==> src/pkg/timer_event_counter_map.svh <==
// Register offsets, field positions, reset values and widths of the
// timer/event counter core.
// Assumes a 12-bit APB byte address with one aligned 32-bit word per register.
`ifndef TIMER_EVENT_COUNTER_MAP_SVH
`define TIMER_EVENT_COUNTER_MAP_SVH

// Byte offsets
`define TEC_OFF_CTL0 12'h000
`define TEC_OFF_CTL1 12'h004
`define TEC_OFF_IOC0 12'h008
`define TEC_OFF_IOC1 12'h00C
`define TEC_OFF_IOC2 12'h010
`define TEC_OFF_CCMODE 12'h014
`define TEC_OFF_CCR0 12'h020
`define TEC_OFF_CNT 12'h030

// Field positions
`define TEC_CTL0_RUN_BIT 7
`define TEC_CTL0_CKS_LSB 0
`define TEC_CTL1_EVT_BIT 5
`define TEC_CTL1_TRG_BIT 0
`define TEC_IOC2_EVT_LSB 0
`define TEC_IOC2_TRG_LSB 2

// Writable bit masks
`define TEC_CTL0_MASK 8'h87
`define TEC_CTL1_MASK 8'h21
`define TEC_IOC2_MASK 8'h0F

// Reset and idle values
`define TEC_RST_8 8'h00
`define TEC_RST_16 16'h0000
`define TEC_CNT_IDLE 16'hFFFF
`define TEC_CNT_READ_IDLE 16'h0000

// Prescaler width: division by up to 128
`define TEC_PRESC_W 7

`endif

==> src/pkg/timer_event_counter_pkg.sv <==
// Types shared by the timer/event counter core and its pin front end.
// Assumes the map header supplies all numeric constants.
package timer_event_counter_pkg;

   // Valid edge selection: bit 0 rising, bit 1 falling
   typedef logic [1:0] edge_sel_t;

   // Edge events seen on one synchronised pin
   typedef struct packed {
      logic rise;
      logic fall;
   } edge_s;

   // Layout of timer control register zero
   typedef struct packed {
      logic run_bit;
      logic [3:0] zero;
      logic [2:0] cks;
   } ctl0_s;

endpackage : timer_event_counter_pkg

==> src/verilog/timer_pin_sync.sv <==
// Two-stage synchroniser and edge finder for one timer input pin.
// Assumes the pin is asynchronous to clk_i; edges are one-cycle pulses.
`timescale 1ns/1ps
`default_nettype none

module timer_pin_sync (
   input wire logic clk_i,
   input wire logic sys_rst_i,
   input wire logic clear_i,
   input wire logic pin_i,
   output timer_event_counter_pkg::edge_s edge_o
);
   import timer_event_counter_pkg::*;

   logic meta_q;
   logic sync_q;
   logic prev_q;

   // Synchroniser; first stage is read by the second only
   always_ff @(posedge clk_i or posedge sys_rst_i) begin
      if (sys_rst_i) begin
         meta_q <= 1'b0;
         sync_q <= 1'b0;
      end else begin
         meta_q <= pin_i;
         sync_q <= meta_q;
      end
   end

   // History follows the pin even when cleared, so no false edge on start
   always_ff @(posedge clk_i or posedge sys_rst_i) begin
      if (sys_rst_i) begin
         prev_q <= 1'b0;
      end else begin
         prev_q <= sync_q;
      end
   end

   // Edge pulses, suppressed while the timer is stopped
   assign edge_o.rise = sync_q & ~prev_q & ~clear_i;
   assign edge_o.fall = ~sync_q & prev_q & ~clear_i;

endmodule : timer_pin_sync

`default_nettype wire

==> src/verilog/timer_event_counter_core.sv <==
// 16-bit timer/event counter core with four capture/compare channels,
// an APB register slave, a count-source selector and output control.
// Assumes pins are asynchronous and APB runs on clk_i.
// Operation
// RL1: Run bit low holds the counter at FFFFH.
// RL2: Counter read buffer returns count, or 0000H while stopped.
// RL3: Reset clears run bit, counter idles at all ones.
// RL4: Counter advances on internal clock ticks or external event edges.
// RL5: Compare writes to a channel load its hidden compare buffer.
// RL6: Count equal to a compare buffer raises that channel's request.
// RL7: Compare buffers are unreachable by software except via their registers.
// RL8: Reset clears every capture/compare register and buffer to 0000H.
// RL9: Four channels, four inputs, event input, trigger input, four requests.
// RL10: Edge select picks none, rising, falling or both edges.
// RL11: Output control register steers the four timer outputs.
// RL12: Count source is one of eight internal clocks or event.
// RL13: Divider code n selects clock divided by two to the n.
// RL14: Control zero is 8 bits, reset 00H, run bit 7, divider 2:0.
// RL15: Control registers accept byte writes; bit access via read-modify-write.
// RL16: Rewriting control zero with its value leaves timing undisturbed.
// RL17: Timer input 0 serves as capture, event or trigger input.
// RL18: Clearing run resets internal state; setting run counts from idle.
// RL19: Software changes divider only while stopped or when setting run.
`timescale 1ns/1ps
`default_nettype none
`include "timer_event_counter_map.svh"

module timer_event_counter_core #(
   parameter int NUM_CH = 4
) (
   input wire logic clk_i,
   input wire logic sys_rst_i,
   // APB slave
   input wire logic psel_i,
   input wire logic penable_i,
   input wire logic pwrite_i,
   input wire logic [11:0] paddr_i,
   input wire logic [31:0] pwdata_i,
   input wire logic [3:0] pstrb_i,
   output logic [31:0] prdata_o,
   output logic pready_o,
   output logic pslverr_o,
   // Timer pins and requests
   input wire logic [NUM_CH-1:0] timer_input_i,
   output logic [NUM_CH-1:0] timer_output_o,
   output logic [NUM_CH-1:0] compare_match_irq_o
);
   import timer_event_counter_pkg::*;

   // Elaboration check: the address map holds at most four channels
   if (NUM_CH < 1 || NUM_CH > 4) begin : g_bad_num_ch
      $error("NUM_CH must lie between 1 and 4");
   end

   // Register state
   ctl0_s timer_control_zero_q;
   logic [7:0] timer_control_one_q;
   logic [7:0] output_control_reg_q;
   logic [7:0] edge_select_reg_a_q;
   logic [7:0] edge_select_reg_b_q;
   logic [7:0] ccmode_q;
   logic [15:0] ccr_q [NUM_CH];
   logic [15:0] cmp_buf_q [NUM_CH];

   // Timer state
   logic [15:0] cnt_q;
   logic [15:0] cnt_d;
   logic [`TEC_PRESC_W-1:0] presc_q;
   logic [NUM_CH-1:0] irq_q;
   logic [NUM_CH-1:0] toggle_q;
   logic [NUM_CH-1:0] out_q;

   // APB answer registers
   logic [31:0] prdata_q;
   logic pslverr_q;

   // Decoded controls
   logic run;
   logic evt_mode;
   logic trg_en;
   logic tick;
   logic count_en;
   logic trigger;
   logic [NUM_CH-1:0] cap_edge;
   logic [NUM_CH-1:0] ccr_wr;
   edge_s pin_edge [NUM_CH];

   logic setup_ph;
   logic wr_acc;

   // Valid edge decode, used for capture, event and trigger paths
   function automatic logic edge_ok(input edge_sel_t sel, input edge_s e);
      return (sel[0] & e.rise) | (sel[1] & e.fall);
   endfunction : edge_ok

   // Internal tick: all low n prescaler bits set gives division by 2^n
   function automatic logic div_tick(input logic [2:0] cks,
                                     input logic [`TEC_PRESC_W-1:0] presc);
      logic [7:0] m;
      m = (8'h01 << cks) - 8'h01;
      return (presc & m[`TEC_PRESC_W-1:0]) == m[`TEC_PRESC_W-1:0];
   endfunction : div_tick

   // Byte-lane merge of an 8-bit register under a writable mask
   function automatic logic [7:0] wr8(input logic [7:0] old,
                                      input logic [7:0] mask);
      return pstrb_i[0] ? (pwdata_i[7:0] & mask) : old;
   endfunction : wr8

   // Word decode of one offset
   function automatic logic hit(input logic [11:0] off);
      return paddr_i[11:2] == off[11:2];
   endfunction : hit

   // Bus phases
   assign setup_ph = psel_i & ~penable_i;
   assign wr_acc = psel_i & penable_i & pwrite_i;

   // Control field decode
   assign run = timer_control_zero_q.run_bit;
   assign evt_mode = timer_control_one_q[`TEC_CTL1_EVT_BIT];
   assign trg_en = timer_control_one_q[`TEC_CTL1_TRG_BIT];

   // Pin front ends, one per timer input
   // Own synchroniser per input, so every edge arrives with the same latency
   genvar gi;
   for (gi = 0; gi < NUM_CH; gi++) begin : g_pin
      // RL18 edge state cleared
      timer_pin_sync u_sync (
         .clk_i(clk_i),
         .sys_rst_i(sys_rst_i),
         .clear_i(~run),
         .pin_i(timer_input_i[gi]),
         .edge_o(pin_edge[gi])
      );
      // RL10 capture edge select
      assign cap_edge[gi] = edge_ok(edge_select_reg_a_q[2*gi +: 2], pin_edge[gi]);
      // Bus pins compared here directly, so a change of address is never missed
      assign ccr_wr[gi] = wr_acc &
                          (paddr_i[11:2] == 10'((`TEC_OFF_CCR0 + 4 * gi) >> 2));
   end

   // RL17 input 0 as trigger
   assign trigger = trg_en &
                    edge_ok(edge_select_reg_b_q[`TEC_IOC2_TRG_LSB +: 2], pin_edge[0]);

   // RL12 count source select
   // RL13 divided clock tick
   assign tick = div_tick(timer_control_zero_q.cks, presc_q);
   // RL4 event or internal clock
   assign count_en = run & (evt_mode ?
      edge_ok(edge_select_reg_b_q[`TEC_IOC2_EVT_LSB +: 2], pin_edge[0]) : tick);

   // Reserved bits are masked on write, so they always read as zero
   // RL14 control zero register
   // RL15 byte lane write
   // RL16 same value is harmless
   always_ff @(posedge clk_i or posedge sys_rst_i) begin
      if (sys_rst_i) begin
         // RL3 run bit cleared
         timer_control_zero_q <= ctl0_s'(`TEC_RST_8);
      end else if (wr_acc && hit(`TEC_OFF_CTL0)) begin
         timer_control_zero_q <= ctl0_s'(wr8(timer_control_zero_q, `TEC_CTL0_MASK));
      end
   end

   // Remaining 8-bit control registers
   // Offsets not decoded here leave every register untouched
   always_ff @(posedge clk_i or posedge sys_rst_i) begin
      if (sys_rst_i) begin
         timer_control_one_q <= `TEC_RST_8;
         output_control_reg_q <= `TEC_RST_8;
         edge_select_reg_a_q <= `TEC_RST_8;
         edge_select_reg_b_q <= `TEC_RST_8;
         ccmode_q <= `TEC_RST_8;
      end else if (wr_acc) begin
         if (hit(`TEC_OFF_CTL1)) begin
            timer_control_one_q <= wr8(timer_control_one_q, `TEC_CTL1_MASK);
         end
         if (hit(`TEC_OFF_IOC0)) begin
            output_control_reg_q <= wr8(output_control_reg_q, 8'hFF);
         end
         if (hit(`TEC_OFF_IOC1)) begin
            edge_select_reg_a_q <= wr8(edge_select_reg_a_q, 8'hFF);
         end
         if (hit(`TEC_OFF_IOC2)) begin
            edge_select_reg_b_q <= wr8(edge_select_reg_b_q, `TEC_IOC2_MASK);
         end
         if (hit(`TEC_OFF_CCMODE)) begin
            ccmode_q <= wr8(ccmode_q, 8'hFF);
         end
      end
   end

   // One shared prescaler serves all eight rates; a code change while
   // running takes effect at the next tick decode
   // RL18 prescaler reset while stopped
   always_ff @(posedge clk_i or posedge sys_rst_i) begin
      if (sys_rst_i) begin
         presc_q <= '0;
      end else if (!run) begin
         presc_q <= '0;
      end else begin
         presc_q <= presc_q + `TEC_PRESC_W'(1);
      end
   end

   // Counter next value; trigger restarts from idle
   // Trigger is given priority over a count step in the same cycle
   always_comb begin
      cnt_d = cnt_q;
      if (!run) begin
         // RL1 idle at all ones
         cnt_d = `TEC_CNT_IDLE;
      end else if (trigger) begin
         cnt_d = `TEC_CNT_IDLE;
      end else if (count_en) begin
         // RL18 first count leaves idle
         cnt_d = cnt_q + 16'h0001;
      end
   end

   // RL1 16-bit up-counter
   always_ff @(posedge clk_i or posedge sys_rst_i) begin
      if (sys_rst_i) begin
         cnt_q <= `TEC_CNT_IDLE;
      end else begin
         cnt_q <= cnt_d;
      end
   end

   // Per-channel capture/compare registers, buffers and outputs
   for (gi = 0; gi < NUM_CH; gi++) begin : g_ch
      logic [15:0] ccr_wval;
      logic match;

      assign ccr_wval = {pstrb_i[1] ? pwdata_i[15:8] : ccr_q[gi][15:8],
                         pstrb_i[0] ? pwdata_i[7:0] : ccr_q[gi][7:0]};
      // Match only on a real count step, so a stopped timer stays quiet
      assign match = count_en & ~trigger & ~ccmode_q[gi] &
                     (cnt_d == cmp_buf_q[gi]);

      // Capture wins over a software write in the same cycle
      always_ff @(posedge clk_i or posedge sys_rst_i) begin
         if (sys_rst_i) begin
            // RL8 register cleared
            ccr_q[gi] <= `TEC_RST_16;
         end else if (ccmode_q[gi] && run && cap_edge[gi]) begin
            ccr_q[gi] <= cnt_q;
         end else if (ccr_wr[gi]) begin
            ccr_q[gi] <= ccr_wval;
         end
      end

      // RL5 write loads buffer
      // RL7 buffer reached only here
      always_ff @(posedge clk_i or posedge sys_rst_i) begin
         if (sys_rst_i) begin
            // RL8 buffer cleared
            cmp_buf_q[gi] <= `TEC_RST_16;
         end else if (ccr_wr[gi] && !ccmode_q[gi]) begin
            cmp_buf_q[gi] <= ccr_wval;
         end
      end

      // RL6 match request pulse
      always_ff @(posedge clk_i or posedge sys_rst_i) begin
         if (sys_rst_i) begin
            irq_q[gi] <= 1'b0;
         end else begin
            irq_q[gi] <= match;
         end
      end

      // Output toggles on each match; toggle state restarts low while stopped
      always_ff @(posedge clk_i or posedge sys_rst_i) begin
         if (sys_rst_i) begin
            toggle_q[gi] <= 1'b0;
         end else if (!run) begin
            toggle_q[gi] <= 1'b0;
         end else if (match) begin
            toggle_q[gi] <= ~toggle_q[gi];
         end
      end

      // RL11 output enable and level
      always_ff @(posedge clk_i or posedge sys_rst_i) begin
         if (sys_rst_i) begin
            out_q[gi] <= 1'b0;
         end else begin
            out_q[gi] <= output_control_reg_q[2*gi] &
                         (toggle_q[gi] ^ output_control_reg_q[2*gi+1]);
         end
      end
   end

   // Read data and error are latched in the setup phase
   // Latching early keeps prdata steady through the whole access phase
   always_ff @(posedge clk_i or posedge sys_rst_i) begin
      if (sys_rst_i) begin
         prdata_q <= 32'h0000_0000;
         pslverr_q <= 1'b0;
      end else if (setup_ph) begin
         prdata_q <= 32'h0000_0000;
         pslverr_q <= 1'b0;
         if (hit(`TEC_OFF_CTL0)) begin
            prdata_q <= {24'h00_0000, timer_control_zero_q};
         end else if (hit(`TEC_OFF_CTL1)) begin
            prdata_q <= {24'h00_0000, timer_control_one_q};
         end else if (hit(`TEC_OFF_IOC0)) begin
            prdata_q <= {24'h00_0000, output_control_reg_q};
         end else if (hit(`TEC_OFF_IOC1)) begin
            prdata_q <= {24'h00_0000, edge_select_reg_a_q};
         end else if (hit(`TEC_OFF_IOC2)) begin
            prdata_q <= {24'h00_0000, edge_select_reg_b_q};
         end else if (hit(`TEC_OFF_CCMODE)) begin
            prdata_q <= {24'h00_0000, ccmode_q};
         end else if (hit(`TEC_OFF_CNT)) begin
            // RL2 counter read buffer
            prdata_q <= {16'h0000, run ? cnt_q : `TEC_CNT_READ_IDLE};
         end else begin
            pslverr_q <= 1'b1;
            for (int i = 0; i < NUM_CH; i++) begin
               if (hit(`TEC_OFF_CCR0 + 12'(4 * i))) begin
                  prdata_q <= {16'h0000, ccr_q[i]};
                  pslverr_q <= 1'b0;
               end
            end
         end
      end
   end

   // RL9 four channels exposed
   assign timer_output_o = out_q;
   assign compare_match_irq_o = irq_q;

   // Zero wait states: access phase always completes at once
   // Every register answers from flops, so no wait state is ever needed
   assign pready_o = 1'b1;
   assign prdata_o = prdata_q;
   assign pslverr_o = pslverr_q & psel_i & penable_i;

endmodule : timer_event_counter_core

`default_nettype wire

==> config.mk <==
export PLATFORM = sky130hd
export DESIGN_NAME = timer_event_counter_core
export DESIGN_NICKNAME = d
export VERILOG_FILES = /design/src/pkg/timer_event_counter_pkg.sv /design/src/verilog/timer_pin_sync.sv /design/src/verilog/timer_event_counter_core.sv
export VERILOG_INCLUDE_DIRS = /design/src /design/src/pkg
export SDC_FILE = /design/constraint.sdc
export NUM_CORES = 1
export LEC_CHECK = 0
export BUFFER_PORTS_ARGS = -buffer_cell sky130_fd_sc_hd__buf_4
export CAP_MARGIN = 20
export CORE_MARGIN = 5
export CORE_UTILIZATION = 60
export CTS_BUF_LIST = sky130_fd_sc_hd__clkbuf_2 sky130_fd_sc_hd__clkbuf_4 sky130_fd_sc_hd__clkbuf_8
export CTS_CLUSTER_DIAMETER = 100
export DETAILED_ROUTE_END_ITERATION = 8
export GPL_ROUTABILITY_DRIVEN = 0
export PLACE_DENSITY = 0.8
export SYNTH_ARGS = -nofsm -noshare
export SYNTH_HDL_FRONTEND = slang
export SYNTH_SLANG_ARGS = --single-unit
==> constraint.sdc <==
create_clock -name clk_i -period 14.2 [get_ports clk_i]
set_input_delay 0.71 -clock clk_i [delete_from_list [all_inputs] [get_ports clk_i]]
set_output_delay 0.71 -clock clk_i [all_outputs]
set_load 0.05 [all_outputs]
After elaboration in Yosys (flattened, before gate mapping)
Cells that the tools add are included.

Register bits: 242. Output and inout port bits: 42. Input bits: 57. Word-level logic and storage cells: 227.

Bitwise gates (word level): 81. Shifts and indexed selects: 1. Add/subtract/negate cells: 3. Muxes and demuxes: 52. Eq/ne operators: 19. Reductions and logical operators: 28.

Operators with widths (number): $mux 32 (10); $mux 16 (13); $eq 16x16->1 (4); $mux 8 (8); $and 1x1->1 (52); $eq 10x4->1 const B (5); $eq 10x2->1 const B (2); $eq 10x3->1 const B (2); $mux 1 (20); $not 1->1 (18); $add 16x1->16 const B (1); $reduce_and 3->1 (5); $logic_and 1x1->1 (13); $eq 10x1->1 const B (1); $logic_not 10->1 (1); $ne 2x1->1 const B (4); $reduce_bool 2->1 (4); $add 7x1->7 const B (1); $and 7x7->7 (1); $eq 7x7->1 (1); $mux 7 (1); $shl 1x3->7 const A (1); $sub 7x1->7 const B (1); $or 1x1->1 (6); other kinds (3) (9).

Logic depth before layout (Yosys ltp)
Gate-level depths: netlist of run 1.

Depth in word-level cells: 14. Mapped depth: 13. Depth with buffers taken out: 10.

By module
From an unflattened synthesis of run 1, not the netlist that was laid out.

Cell total of the unflattened synthesis: 1348. Area, all modules: 12592.1 sq um.

Modules (own cells, without submodules): timer_event_counter_core (times used 1, sequential area each 5375.2 sq um, cells each 1324, area each 12216.7 sq um); timer_pin_sync (times used 4, sequential area each 75.1 sq um, cells each 6, area each 93.8 sq um).

Worst setup path after synthesis of run 1
OpenSTA, ideal clock, no wires.

Kind: reg-to-reg. Start: reg cnt_q[2]. End: reg toggle_q[0]. Data required time: 14.121 ns. Period minus slack after synthesis: 3.205 ns. Setup time: 0.079 ns. Setup slack: 10.995 ns. Arrival time: 3.126 ns. Cell stages (with the launch flop): 12. Path buffers: 2. Path through: dfstp_2 -> buf_4 -> and3_1 -> nand3_2 -> or4b_1 -> buf_2 -> or4_4 -> o211ai_2 -> o211ai_1 -> or4_1 -> nor4_2 -> mux2i_1.

Cells in the longest elaborated chain, start to end: 7.

Ends and longest elaborated chain: from (decl) (RTL line timer_event_counter_core.sv:66) `logic [15:0] cnt_q;`; from (signal assigned) (RTL line timer_event_counter_core.sv:226) `` cnt_q <= `TEC_CNT_IDLE; ``; from (signal assigned) (RTL line timer_event_counter_core.sv:228) `cnt_q <= cnt_d;`; $add 16x1->16 (RTL line timer_event_counter_core.sv:219) `cnt_d = cnt_q + 16'h0001;`; $mux 16 (*) (RTL line timer_event_counter_core.sv:217) `end else if (count_en) begin`; $mux 16 (*) (RTL line timer_event_counter_core.sv:215) `end else if (trigger) begin`; $mux 16 (*) (RTL line timer_event_counter_core.sv:212) `if (!run) begin`; $eq 16x16->1 (*) (RTL line timer_event_counter_core.sv:241) `(cnt_d == cmp_buf_q[gi]);`; $and 1x1->1 (*) (RTL line timer_event_counter_core.sv:240) `assign match = count_en & ~trigger & ~ccmode_q[gi] &`; $ne 2x1->1 (no line) (*); to (signal, indexed assignment) (RTL line timer_event_counter_core.sv:282) `toggle_q[gi] <= ~toggle_q[gi];`; to (decl) (RTL line timer_event_counter_core.sv:70) `logic [NUM_CH-1:0] toggle_q;`.

Every way passes the cells marked *; elsewhere a longest branch is shown, timed or not. A chain may end at the register's enable or synchronous reset.

Worst setup path after layout of run 1
Start: reg cnt_q[4]. End: reg toggle_q[0].

Cells in the longest elaborated chain, start to end: 7.

Ends and longest elaborated chain: $add 16x1->16 (RTL line timer_event_counter_core.sv:219); $mux 16 (RTL line timer_event_counter_core.sv:217); $mux 16 (RTL line timer_event_counter_core.sv:215); $mux 16 (RTL line timer_event_counter_core.sv:212); net cnt_d[5] (RTL line timer_event_counter_core.sv:67) `logic [15:0] cnt_d;`; $eq 16x16->1 (RTL line timer_event_counter_core.sv:241); $and 1x1->1 (RTL line timer_event_counter_core.sv:240); $ne 2x1->1 (no line).

The timed path passes the listed nets, and every way through them passes these cells.

==> results of run 1 <==
## final timing paths
check                                                 start                             endpoint  slack, ns  depth (start not counted)
max reg2reg                              cnt_q[4]$_DFF_PP1_              toggle_q[0]$_DFFE_PP0P_      10.09                          9
max in group asynchronous                         sys_rst_i  output_control_reg_q[0]$_DFFE_PP0P_      11.80                          4
max                                      cnt_q[4]$_DFF_PP1_              toggle_q[0]$_DFFE_PP0P_      10.09                          9
min                                        timer_input_i[2]     g_pin[2].u_sync.meta_q$_DFF_PP0_       0.27                          1
min in group asynchronous                         sys_rst_i                ccr_q[57]$_DFFE_PP0P_       0.28                          2
min reg2reg                g_pin[1].u_sync.meta_q$_DFF_PP0_     g_pin[1].u_sync.sync_q$_DFF_PP0_       0.35                          0
## area by class of cell
type | count | area, um^2 | area share (%)
flip-flops and latches | 226 | 5680 | 39.4
clock buffers | 53 | 679 | 4.71
inverters | 21 | 86.3 | 0.599
multi-input cells | 1034 | 6900 | 47.8
well taps | 280 | 350 | 2.43
repair buffers | 80 | 659 | 4.57
clock inverters | 8 | 72.6 | 0.503
## cells by family (layout without fill, tap and decap cells)
family / count (synthesis) / after routing
AND/OR/NAND/NOR: 475 / 475
AO/OA/AOI/OAI: 303 / 303
flip-flops: 226 / 226
multiplexers: 190 / 190
buffers and inverters: 148 / 162
XOR/XNOR: 47 / 47
adder cells (fa/ha/maj): 2 / 2
other: 2 / 17
## registers in the layout, summed over array words and instances, names as in the netlist
signal,count
ccr_q,64
cmp_buf_q,64
cnt_q,16
prdata_o,16
ccmode_q,8
edge_select_reg_a_q,8
output_control_reg_q,8
presc_q,7
compare_match_irq_o,4
edge_select_reg_b_q,4
g_pin.u_sync.meta_q,4
g_pin.u_sync.prev_q,4
g_pin.u_sync.sync_q,4
timer_output_o,4
toggle_q,4
timer_control_zero_q,3
timer_control_one_q,2
pslverr_q,1
run,1
## synth_stat cells, drive strengths merged (6+ instances only)
cell and n:
a31oi 6, nand4 22, o21ai 130, nand3b 8, or2 6, inv 20, buf 42, dfstp 16
clkbuf 85, mux4 9, xnor2 24, or3 7, a22oi 14, o211ai 9, nand2b 16, nand3 34
a21oi 73, mux2i 143, nand2 164, xor2 18, and2 13, dfrtp 210, and3 17, o31ai 6
mux2 38, nor3 30, nor4 23, or4 12, nor2b 9, a21o 8, nor2 93
## placed cells by master (no fill, tap or decap), drive strengths merged, types with 6 or more instances in the layout
| cell type | netlist | layout |
|---|---|---|
| dfrtp | 210 | 210 |
| nand2 | 164 | 164 |
| mux2i | 143 | 143 |
| o21ai | 130 | 130 |
| nor2 | 93 | 93 |
| buf | 42 | 80 |
| a21oi | 73 | 73 |
| clkbuf | 85 | 53 |
| mux2 | 38 | 38 |
| nand3 | 34 | 34 |
| nor3 | 30 | 30 |
| xnor2 | 24 | 24 |
| nor4 | 23 | 23 |
| nand4 | 22 | 22 |
| inv | 20 | 20 |
| xor2 | 18 | 18 |
| and3 | 17 | 17 |
| conb | 2 | 17 |
| nand2b | 16 | 16 |
| dfstp | 16 | 16 |
| a22oi | 14 | 14 |
| and2 | 13 | 13 |
| or4 | 12 | 12 |
| nor2b | 9 | 9 |
| mux4 | 9 | 9 |
| o211ai | 9 | 9 |
| a21o | 8 | 8 |
| nand3b | 8 | 8 |
| or3 | 7 | 7 |
| o31ai | 6 | 6 |
| a31oi | 6 | 6 |
| or2 | 6 | 6 |
## metrics by stage
step	power [uW]	cells	instance area [um^2]	hold WS, ns	worst slack, ns
2_1_floorplan	720	1408	13200	0.331	7.33
3_3_place_gp	739	1636	13600	0.332	10.18
3_5_place_dp	741	1637	13600	0.341	10.06
4_1_cts	1320	1698	14400	0.256	10.21
5_1_grt	1360	1702	14400	0.261	9.89
6_report	1320	1702	14400	0.268	10.09
## where the power goes
group	leakage, uW	switching, uW	internal [uW]
registers	0.00273	3.65	649
clock network	0.000391	263	325
logic	0.00288	55.9	21.5
total	0.00601	322	995
## critical path, stage by stage, from the launching register on
cell and delay [ns]:
dfstp_2 0.69, and3_1 0.25, nand3_2 0.18, nor4b_1 0.60, a21oi_1 0.18, o21ai_0 0.52, xor2_1 0.18, or4_1 0.57
nor4_2 0.58, mux2i_1 0.26
## metal layers
metal	up-vias	share of wire (%)	track usage, %
met2	710	44	44.8
met5	-	0.034	0
li1	4975	-	-
met1	5316	41	44.4
met3	113	12	6.92
met4	2	3.1	10.7
==> results.toml, run 1 <==
[run_status]
status = "finished, final reports clean"

[synth]
synth_top_family_by_area = "simple AND/OR/NAND/NOR gates"
synthXorXnorAreaFrac_pct = 3.66
synth.ff_latch_count = 226
yosys.area_share.simple_pct = 18.3
synthMuxAreaShare_pct = 15.7
ys_seq_area_share_pct = 43.2
synthCells = 1393
synth_adder_area_share_pct = 0.191
synth_flop_cell = "dfrtp_1"
netlist_area_um2 = 13100
yosys-top-cells-area = "dfrtp_1, mux2i_1, o21ai_0, nand2_1, mux2_2"
synth_compound_gate_area_share_pct = 14.0
async_flop_share_pct = 100
synth-edff-count = 0
avgSynthCellArea_um2 = 9.43
ys_warn_count = 0
synth_cell_type_count = 79
yosys.area.top_type = "dfrtp_1"
synth_top_area_share_pct = 40.0

[timing]
fmax_mhz = 243
setup_viol_count_final = 0
fin_worst_skew_ns = 0.0354
tns_ns = 0
worst_pin_slew_ns = 1.17
relSlewSlack_pct = 21.6
min_period_ns = 4.11
period_share_pct = 28.9
hold_violations = 0
slew_violations = 0
rsz0062_at_grt = "false"

[layout]
syn_to_final_growth_pct = 9.84
layout.nets = 1460
antennaDiodeCount = 0
nFillCells = 1664
fin_util_pct = 66.5
drive_gt1_share_pct = 16.6

[die]
dieArea_um2 = 24900
fp.dieW_um = 158
io_pins = 99
die_h_um = 158
rows = 54
start_util_pct = 60.5
coreArea_um2 = 21700

[clock_network]
htree_levels = 2
ctsLongestPathBuffers = 3
clock-root-buffer = "clkbuf_8"
cts-hold-fix-buffers = 0
cts_resized = 0
cts.sinks = 226
cts.clk_slew.worst_paths_ns = 0.06
cts_inserted_buffers = 38
clock_latency_ns = 0.55
cts_tree = "built"
cts_setup_buffers = 0

[worst_setup_path]
startpoint_type = "flip-flop"
critPathArrivalTime_ns = 4.56
critical_path_class = "flip-flop to flip-flop"
end_kind = "flip-flop"
cp.required_ns = 14.65
path_max_fanout = 10

[grt]
grt_max_degree = 94
overflow = 0
grt_pass1_wl_mm = 58.7
grt.total_usage_pct = 30.3
grt_pass1_vias = 10600
antenna_found_initial = 1

[drt]
drc = 0
ant_nets = 0
drt-total-wl_mm = 37.9
vias = 11100
drt_iter0_markers = 1378
drtPass1Iterations = 6
wl_per_cell_um = 22.3
via_per_inst = 6.53

[pwr]
power.density_nw_per_um2 = 91.4
ir_worst_vdd_mv = 0.0912
leakage_uw = 0.00601

[place]
port_buffers = 61
dpl.hpwl_mm = 26.4

[job]
cap_violations = 0

[hold_path]
hp-class = "input pin to flip-flop"
Power figures use the tool's default switching activity.
==> run 2: changes to the inputs <==
==> constraint.sdc (replaced) <==
create_clock -name clk_i -period 4.3 [get_ports clk_i]
set_input_delay 0.215 -clock clk_i [delete_from_list [all_inputs] [get_ports clk_i]]
set_output_delay 0.215 -clock clk_i [all_outputs]
set_load 0.05 [all_outputs]
==> results.toml, run 2 (same netlist as run 1, synthesis figures left out) <==
[clock_network]
cts_resized = 0
cts.clk_slew.worst_paths_ns = 0.06
cts.sinks = 226
cts_inserted_buffers = 38
cts_setup_buffers = 0
cts_tree = "built"
clock-root-buffer = "clkbuf_8"
htree_levels = 2
ctsLongestPathBuffers = 3
clock_latency_ns = 0.54

[worst_setup_path]
path_max_fanout = 17
max_stage_delay_ns = 0.85
path_cells = "nand2_1, or4_1, o31a_1, or4_1, a222oi_1, nand4_1, nor4_2, mux2i_1"
critPathArrivalTime_ns = 4.36
end_kind = "flip-flop"
cp.required_ns = 4.76
critical_path_class = "flip-flop to flip-flop"
cpMostUsedCell = "or4_1"
cp_slowest_cell = "dfrtp_1"
startpoint_type = "flip-flop"

[die]
dieArea_um2 = 24900
io_pins = 99
coreArea_um2 = 21700
rows = 54
fp.dieW_um = 158
die_h_um = 158
start_util_pct = 60.5

[timing]
fin_ws_ns = 0.403
min_period_ns = 3.90
period_share_pct = 90.6
fin_worst_skew_ns = 0.0233
fmax_mhz = 257
worst_pin_slew_ns = 0.951
relSlewSlack_pct = 36.6
rsz0062_at_grt = "false"
setup_viol_count_final = 0
hold_violations = 0
tns_ns = 0
slew_violations = 0

[layout]
syn_to_final_growth_pct = 11.1
seqCellArea_um2 = 5680
layout.nets = 1474
drive_gt1_share_pct = 17.1
antennaDiodeCount = 0
instances_no_fill = 1716
nFillCells = 1650
mostFrequentLayoutCells = "dfrtp_1, nand2_1, mux2i_1"
final_cell_area_um2 = 14600
multi_input_area_um2 = 6900
reg.largest.list = "ccr_q x64, cmp_buf_q x64"
layout_commonest_cell = "dfrtp_1"

[grt]
overflow = 0
grt_pass1_wl_mm = 60.9
antenna_found_initial = 0
grt_max_degree = 94
grt.total_usage_pct = 31.4
grt_pass1_vias = 10700

[hold_path]
hp-class = "input pin to flip-flop"

[job]
cap_violations = 0

[place]
dpl.hpwl_mm = 26.9
post-place-ws_ns = 0.585
port_buffers = 61
placed_cell_area_um2 = 13700
dp.cells = 1644

[drt]
vias = 11500
drt-total-wl_mm = 39.0
drtPass1Iterations = 6
drt_iter0_markers = 1513
ant_nets = 0
drc = 0
wl_per_cell_um = 22.7
via_per_inst = 6.68

[pwr]
ir_worst_vdd_mv = 0.283
leakage_uw = 0.00610
power.density_nw_per_um2 = 303

[run_status]
status = "finished, final reports clean"
## run 2: cell types whose count changed in the layout (fill, tap and decap cells not counted), sizes merged
cell	change
clkbuf	+1
dlygate4sd3	+5
buf	+9
bufinv	+1
inv	-1
clkinvlp	-1
## run 2: where the power goes
part	leakage [uW]	switching (uW)	internal, uW
Combinational	0.00296	188	78.1
Sequential	0.00273	12.6	2140
Clock	0.000406	874	1130
## run 2: metrics by stage
stage | hold WS [ns] | total power (uW) | util (%)
2_1_floorplan | 0.246 | 2380 | -
3_3_place_gp | 0.324 | 2440 | 63.0
3_5_place_dp | 0.326 | 2450 | 63.0
4_1_cts | 0.0162 | 4430 | 66.7
5_1_grt | 0.0451 | 4560 | 67.3
6_report | 0.0369 | 4430 | 67.3
## run 2: worst paths after layout
check,startpoint,endpoint,slack (ns),depth (start not counted)
setup / recovery,run$_DFFE_PP0P_,toggle_q[3]$_DFFE_PP0P_,0.40,8
hold / removal,pwdata_i[10],ccr_q[10]$_DFFE_PP0P_,0.04,3
setup reg to reg,run$_DFFE_PP0P_,toggle_q[3]$_DFFE_PP0P_,0.40,8
hold reg to reg,g_pin[1].u_sync.meta_q$_DFF_PP0_,g_pin[1].u_sync.sync_q$_DFF_PP0_,0.35,0
max in group asynchronous,sys_rst_i,cnt_q[1]$_DFF_PP1_,3.06,5
min in group asynchronous,sys_rst_i,ccr_q[29]$_DFFE_PP0P_,0.19,3
## run 2: cell type report
cell class,count,area share (%)
well taps,280,2.40
repair buffers,94,5.61
multi-input cells,1034,47.3
clock inverters,7,0.600
clock buffers,54,4.66
inverters,21,0.566
flip-flops and latches,226,38.9
## run 2: metal layers
layer / wire length [um] / global-route usage, % / vias up
met5: 0 / 0 / -
met4: 1360 / 11.1 / 0
met3: 4900 / 8.67 / 118
met2: 16800 / 44.9 / 782
met1: 15900 / 46.2 / 5543
li1: - / - / 5016
## run 2: worst max-delay path: cells and delay by family (launching register included)
| family | cells | cell delay, ns |
|---|---|---|
| simple gates | 5 | 1.91 |
| compound gates | 2 | 0.82 |
| flops | 1 | 0.85 |
| mux | 1 | 0.24 |
## run 2: timing repair
action,in CTS,in global routing
hold endpoints to repair,44,0
hold buffers,5,0
endpoints found under the setup margin,0,0
==> run 3: changes to the inputs <==
--- a/config.mk
+++ b/config.mk
@@ -8,13 +8,15 @@
 export LEC_CHECK = 0
 export BUFFER_PORTS_ARGS = -buffer_cell sky130_fd_sc_hd__buf_4
 export CAP_MARGIN = 20
+export CELL_PAD_IN_SITES_DETAIL_PLACEMENT = 0
+export CELL_PAD_IN_SITES_GLOBAL_PLACEMENT = 1
 export CORE_MARGIN = 5
-export CORE_UTILIZATION = 60
+export CORE_UTILIZATION = 49
 export CTS_BUF_LIST = sky130_fd_sc_hd__clkbuf_2 sky130_fd_sc_hd__clkbuf_4 sky130_fd_sc_hd__clkbuf_8
 export CTS_CLUSTER_DIAMETER = 100
 export DETAILED_ROUTE_END_ITERATION = 8
 export GPL_ROUTABILITY_DRIVEN = 0
-export PLACE_DENSITY = 0.8
+export PLACE_DENSITY_LB_ADDON = 0.1
 export SYNTH_ARGS = -nofsm -noshare
 export SYNTH_HDL_FRONTEND = slang
 export SYNTH_SLANG_ARGS = --single-unit
==> results.toml, run 3 (same netlist as run 1, synthesis figures left out) <==
[drt]
drt-total-wl_mm = 41.2
drc = 0
via_per_inst = 6.04
ant_nets = 0
drt_iter0_markers = 1023
wl_per_cell_um = 22.9
vias = 10900
drtPass1Iterations = 5

[timing]
tns_ns = 0
rsz0062_at_grt = "false"
min_period_ns = 3.87
fin_ws_ns = 0.429
period_share_pct = 90.0
worst_pin_slew_ns = 1.10
hold_violations = 0
setup_viol_count_final = 0
relSlewSlack_pct = 26.7
fin_worst_skew_ns = 0.0379
slew_violations = 0
fmax_mhz = 258

[job]
cap_violations = 0

[worst_setup_path]
r2r_end = "toggle_q[1]$_DFFE_PP0P_"
startpoint_type = "flip-flop"
r2r_setup_slack_ns = 0.43
critPathArrivalTime_ns = 4.27
cp.required_ns = 4.70
path_max_fanout = 10
ff2ff_path_depth = 9
critical_path_class = "flip-flop to flip-flop"
reg2reg_from = "cnt_q[4]$_DFF_PP1_"
end_kind = "flip-flop"

[grt]
grt_pass1_wl_mm = 63.5
antenna_found_initial = 0
grt_max_degree = 167
overflow = 0
grt_pass1_vias = 10400
grt.total_usage_pct = 27.0

[clock_network]
ctsLongestPathBuffers = 3
clock-root-buffer = "clkbuf_8"
cts_inserted_buffers = 41
cts.sinks = 226
clock_latency_ns = 0.57
cts.clk_slew.worst_paths_ns = 0.06
cts_tree = "built"
cts_setup_buffers = 0
htree_levels = 2

[layout]
antennaDiodeCount = 0
layout.nets = 1485
multi_input_area_um2 = 6900
drive_gt1_share_pct = 18.0
mostFrequentLayoutCells = "dfrtp_1, nand2_1, mux2i_1"
seqCellArea_um2 = 5680
layout_commonest_cell = "dfrtp_1"
syn_to_final_growth_pct = 12.3
nFillCells = 2357
reg.largest.list = "ccr_q x64, cmp_buf_q x64"
fin_util_pct = 55.3

[pwr]
power.density_nw_per_um2 = 308
ir_worst_vdd_mv = 0.242
leakage_uw = 0.00617

[place]
dpl.hpwl_mm = 29.2
post-place-ws_ns = 0.531
port_buffers = 61

[die]
start_util_pct = 49.3
die_h_um = 174
dieArea_um2 = 30200
io_pins = 99
fp.dieW_um = 174
coreArea_um2 = 26700
rows = 60

[hold_path]
hp-class = "input pin to flip-flop"
min_path_cells = 2
hp-start = "pwdata_i[3]"
hold_path_end = "edge_select_reg_b_q[3]$_DFFE_PP0P_"

[run_status]
status = "finished, final reports clean"
## run 3: changes by cell type in the layout (fill, tap and decap cells not counted), sizes merged
cell	previous run	this run
clkinv	5	6
inv	19	20
bufinv	2	0
clkbuf	54	65
buf	89	96
dlygate4sd3	5	6
clkinvlp	2	1
## run 3: worst max-delay path: stages, from the launching register on
cell       delay (ns)
dfstp_2          0.67
and3_1           0.24
nand3_2          0.16
or4b_1           0.71
or4_4            0.60
o21ai_2          0.18
xnor2_1          0.15
nor4b_1          0.44
o2111ai_1        0.38
mux2i_1          0.20
## run 3: where the power goes
group	switching (uW)	leakage (uW)	internal [uW]
Clock	915	0.000461	1200
Sequential	12.2	0.00273	2140
Combinational	192	0.00297	75.7
## run 3: area by class of cell
| cell class | count | area share, % |
|---|---|---|
| multi-input combinational | 1034 | 46.8 |
| inverter | 21 | 0.560 |
| timing repair buffer | 102 | 5.46 |
| sequential | 226 | 38.5 |
| tap | 341 | 2.89 |
| clock inverter | 6 | 0.305 |
| clock buffer | 65 | 5.51 |
## run 3: metal layers
layer  share of wire (%)  track usage, %  vias to the layer above  wire [um]
li1                    -               -                     5055          -
met4                 3.1            8.45                        0       1260
met2                  41            37.7                      397      16800
met3                 8.0            5.52                       81       3290
met5                   0               0                        -          0
met1                  48            41.9                     5317      19800
## run 3: per-stage QoR
step	hold slack, ns	total power (uW)	instance area [um^2]	std cells
final	0.0254	4540	14700	1795
after global routing	0.0138	4720	14700	1795
after CTS	0.000172	4580	14700	1795
after detailed placement	0.326	2460	13800	1718
after global placement	0.325	2460	13800	1718
after floorplan	0.246	2380	13200	1408
## run 3: worst max path at each step
stage                                    to                               start  cells past startpoint  slack [ns]
floorplan           toggle_q[0]$_DFFE_PP0P_                  cnt_q[2]$_DFF_PP1_                     11        1.09
global placement    toggle_q[1]$_DFFE_PP0P_                  cnt_q[4]$_DFF_PP1_                      9        0.52
detailed placement  toggle_q[1]$_DFFE_PP0P_                  cnt_q[4]$_DFF_PP1_                      9        0.53
CTS                 toggle_q[1]$_DFFE_PP0P_                  cnt_q[4]$_DFF_PP1_                      9        0.51
global route        toggle_q[1]$_DFFE_PP0P_  timer_control_one_q[5]$_DFFE_PP0P_                      9        0.27
finish              toggle_q[1]$_DFFE_PP0P_                  cnt_q[4]$_DFF_PP1_                      9        0.43
## run 3: timing repair
| item | CTS | global route |
|---|---|---|
| hold buffers | 6 | 0 |
| gates resized for setup | 0 | 0 |
| endpoints found under the hold margin | 69 | 0 |
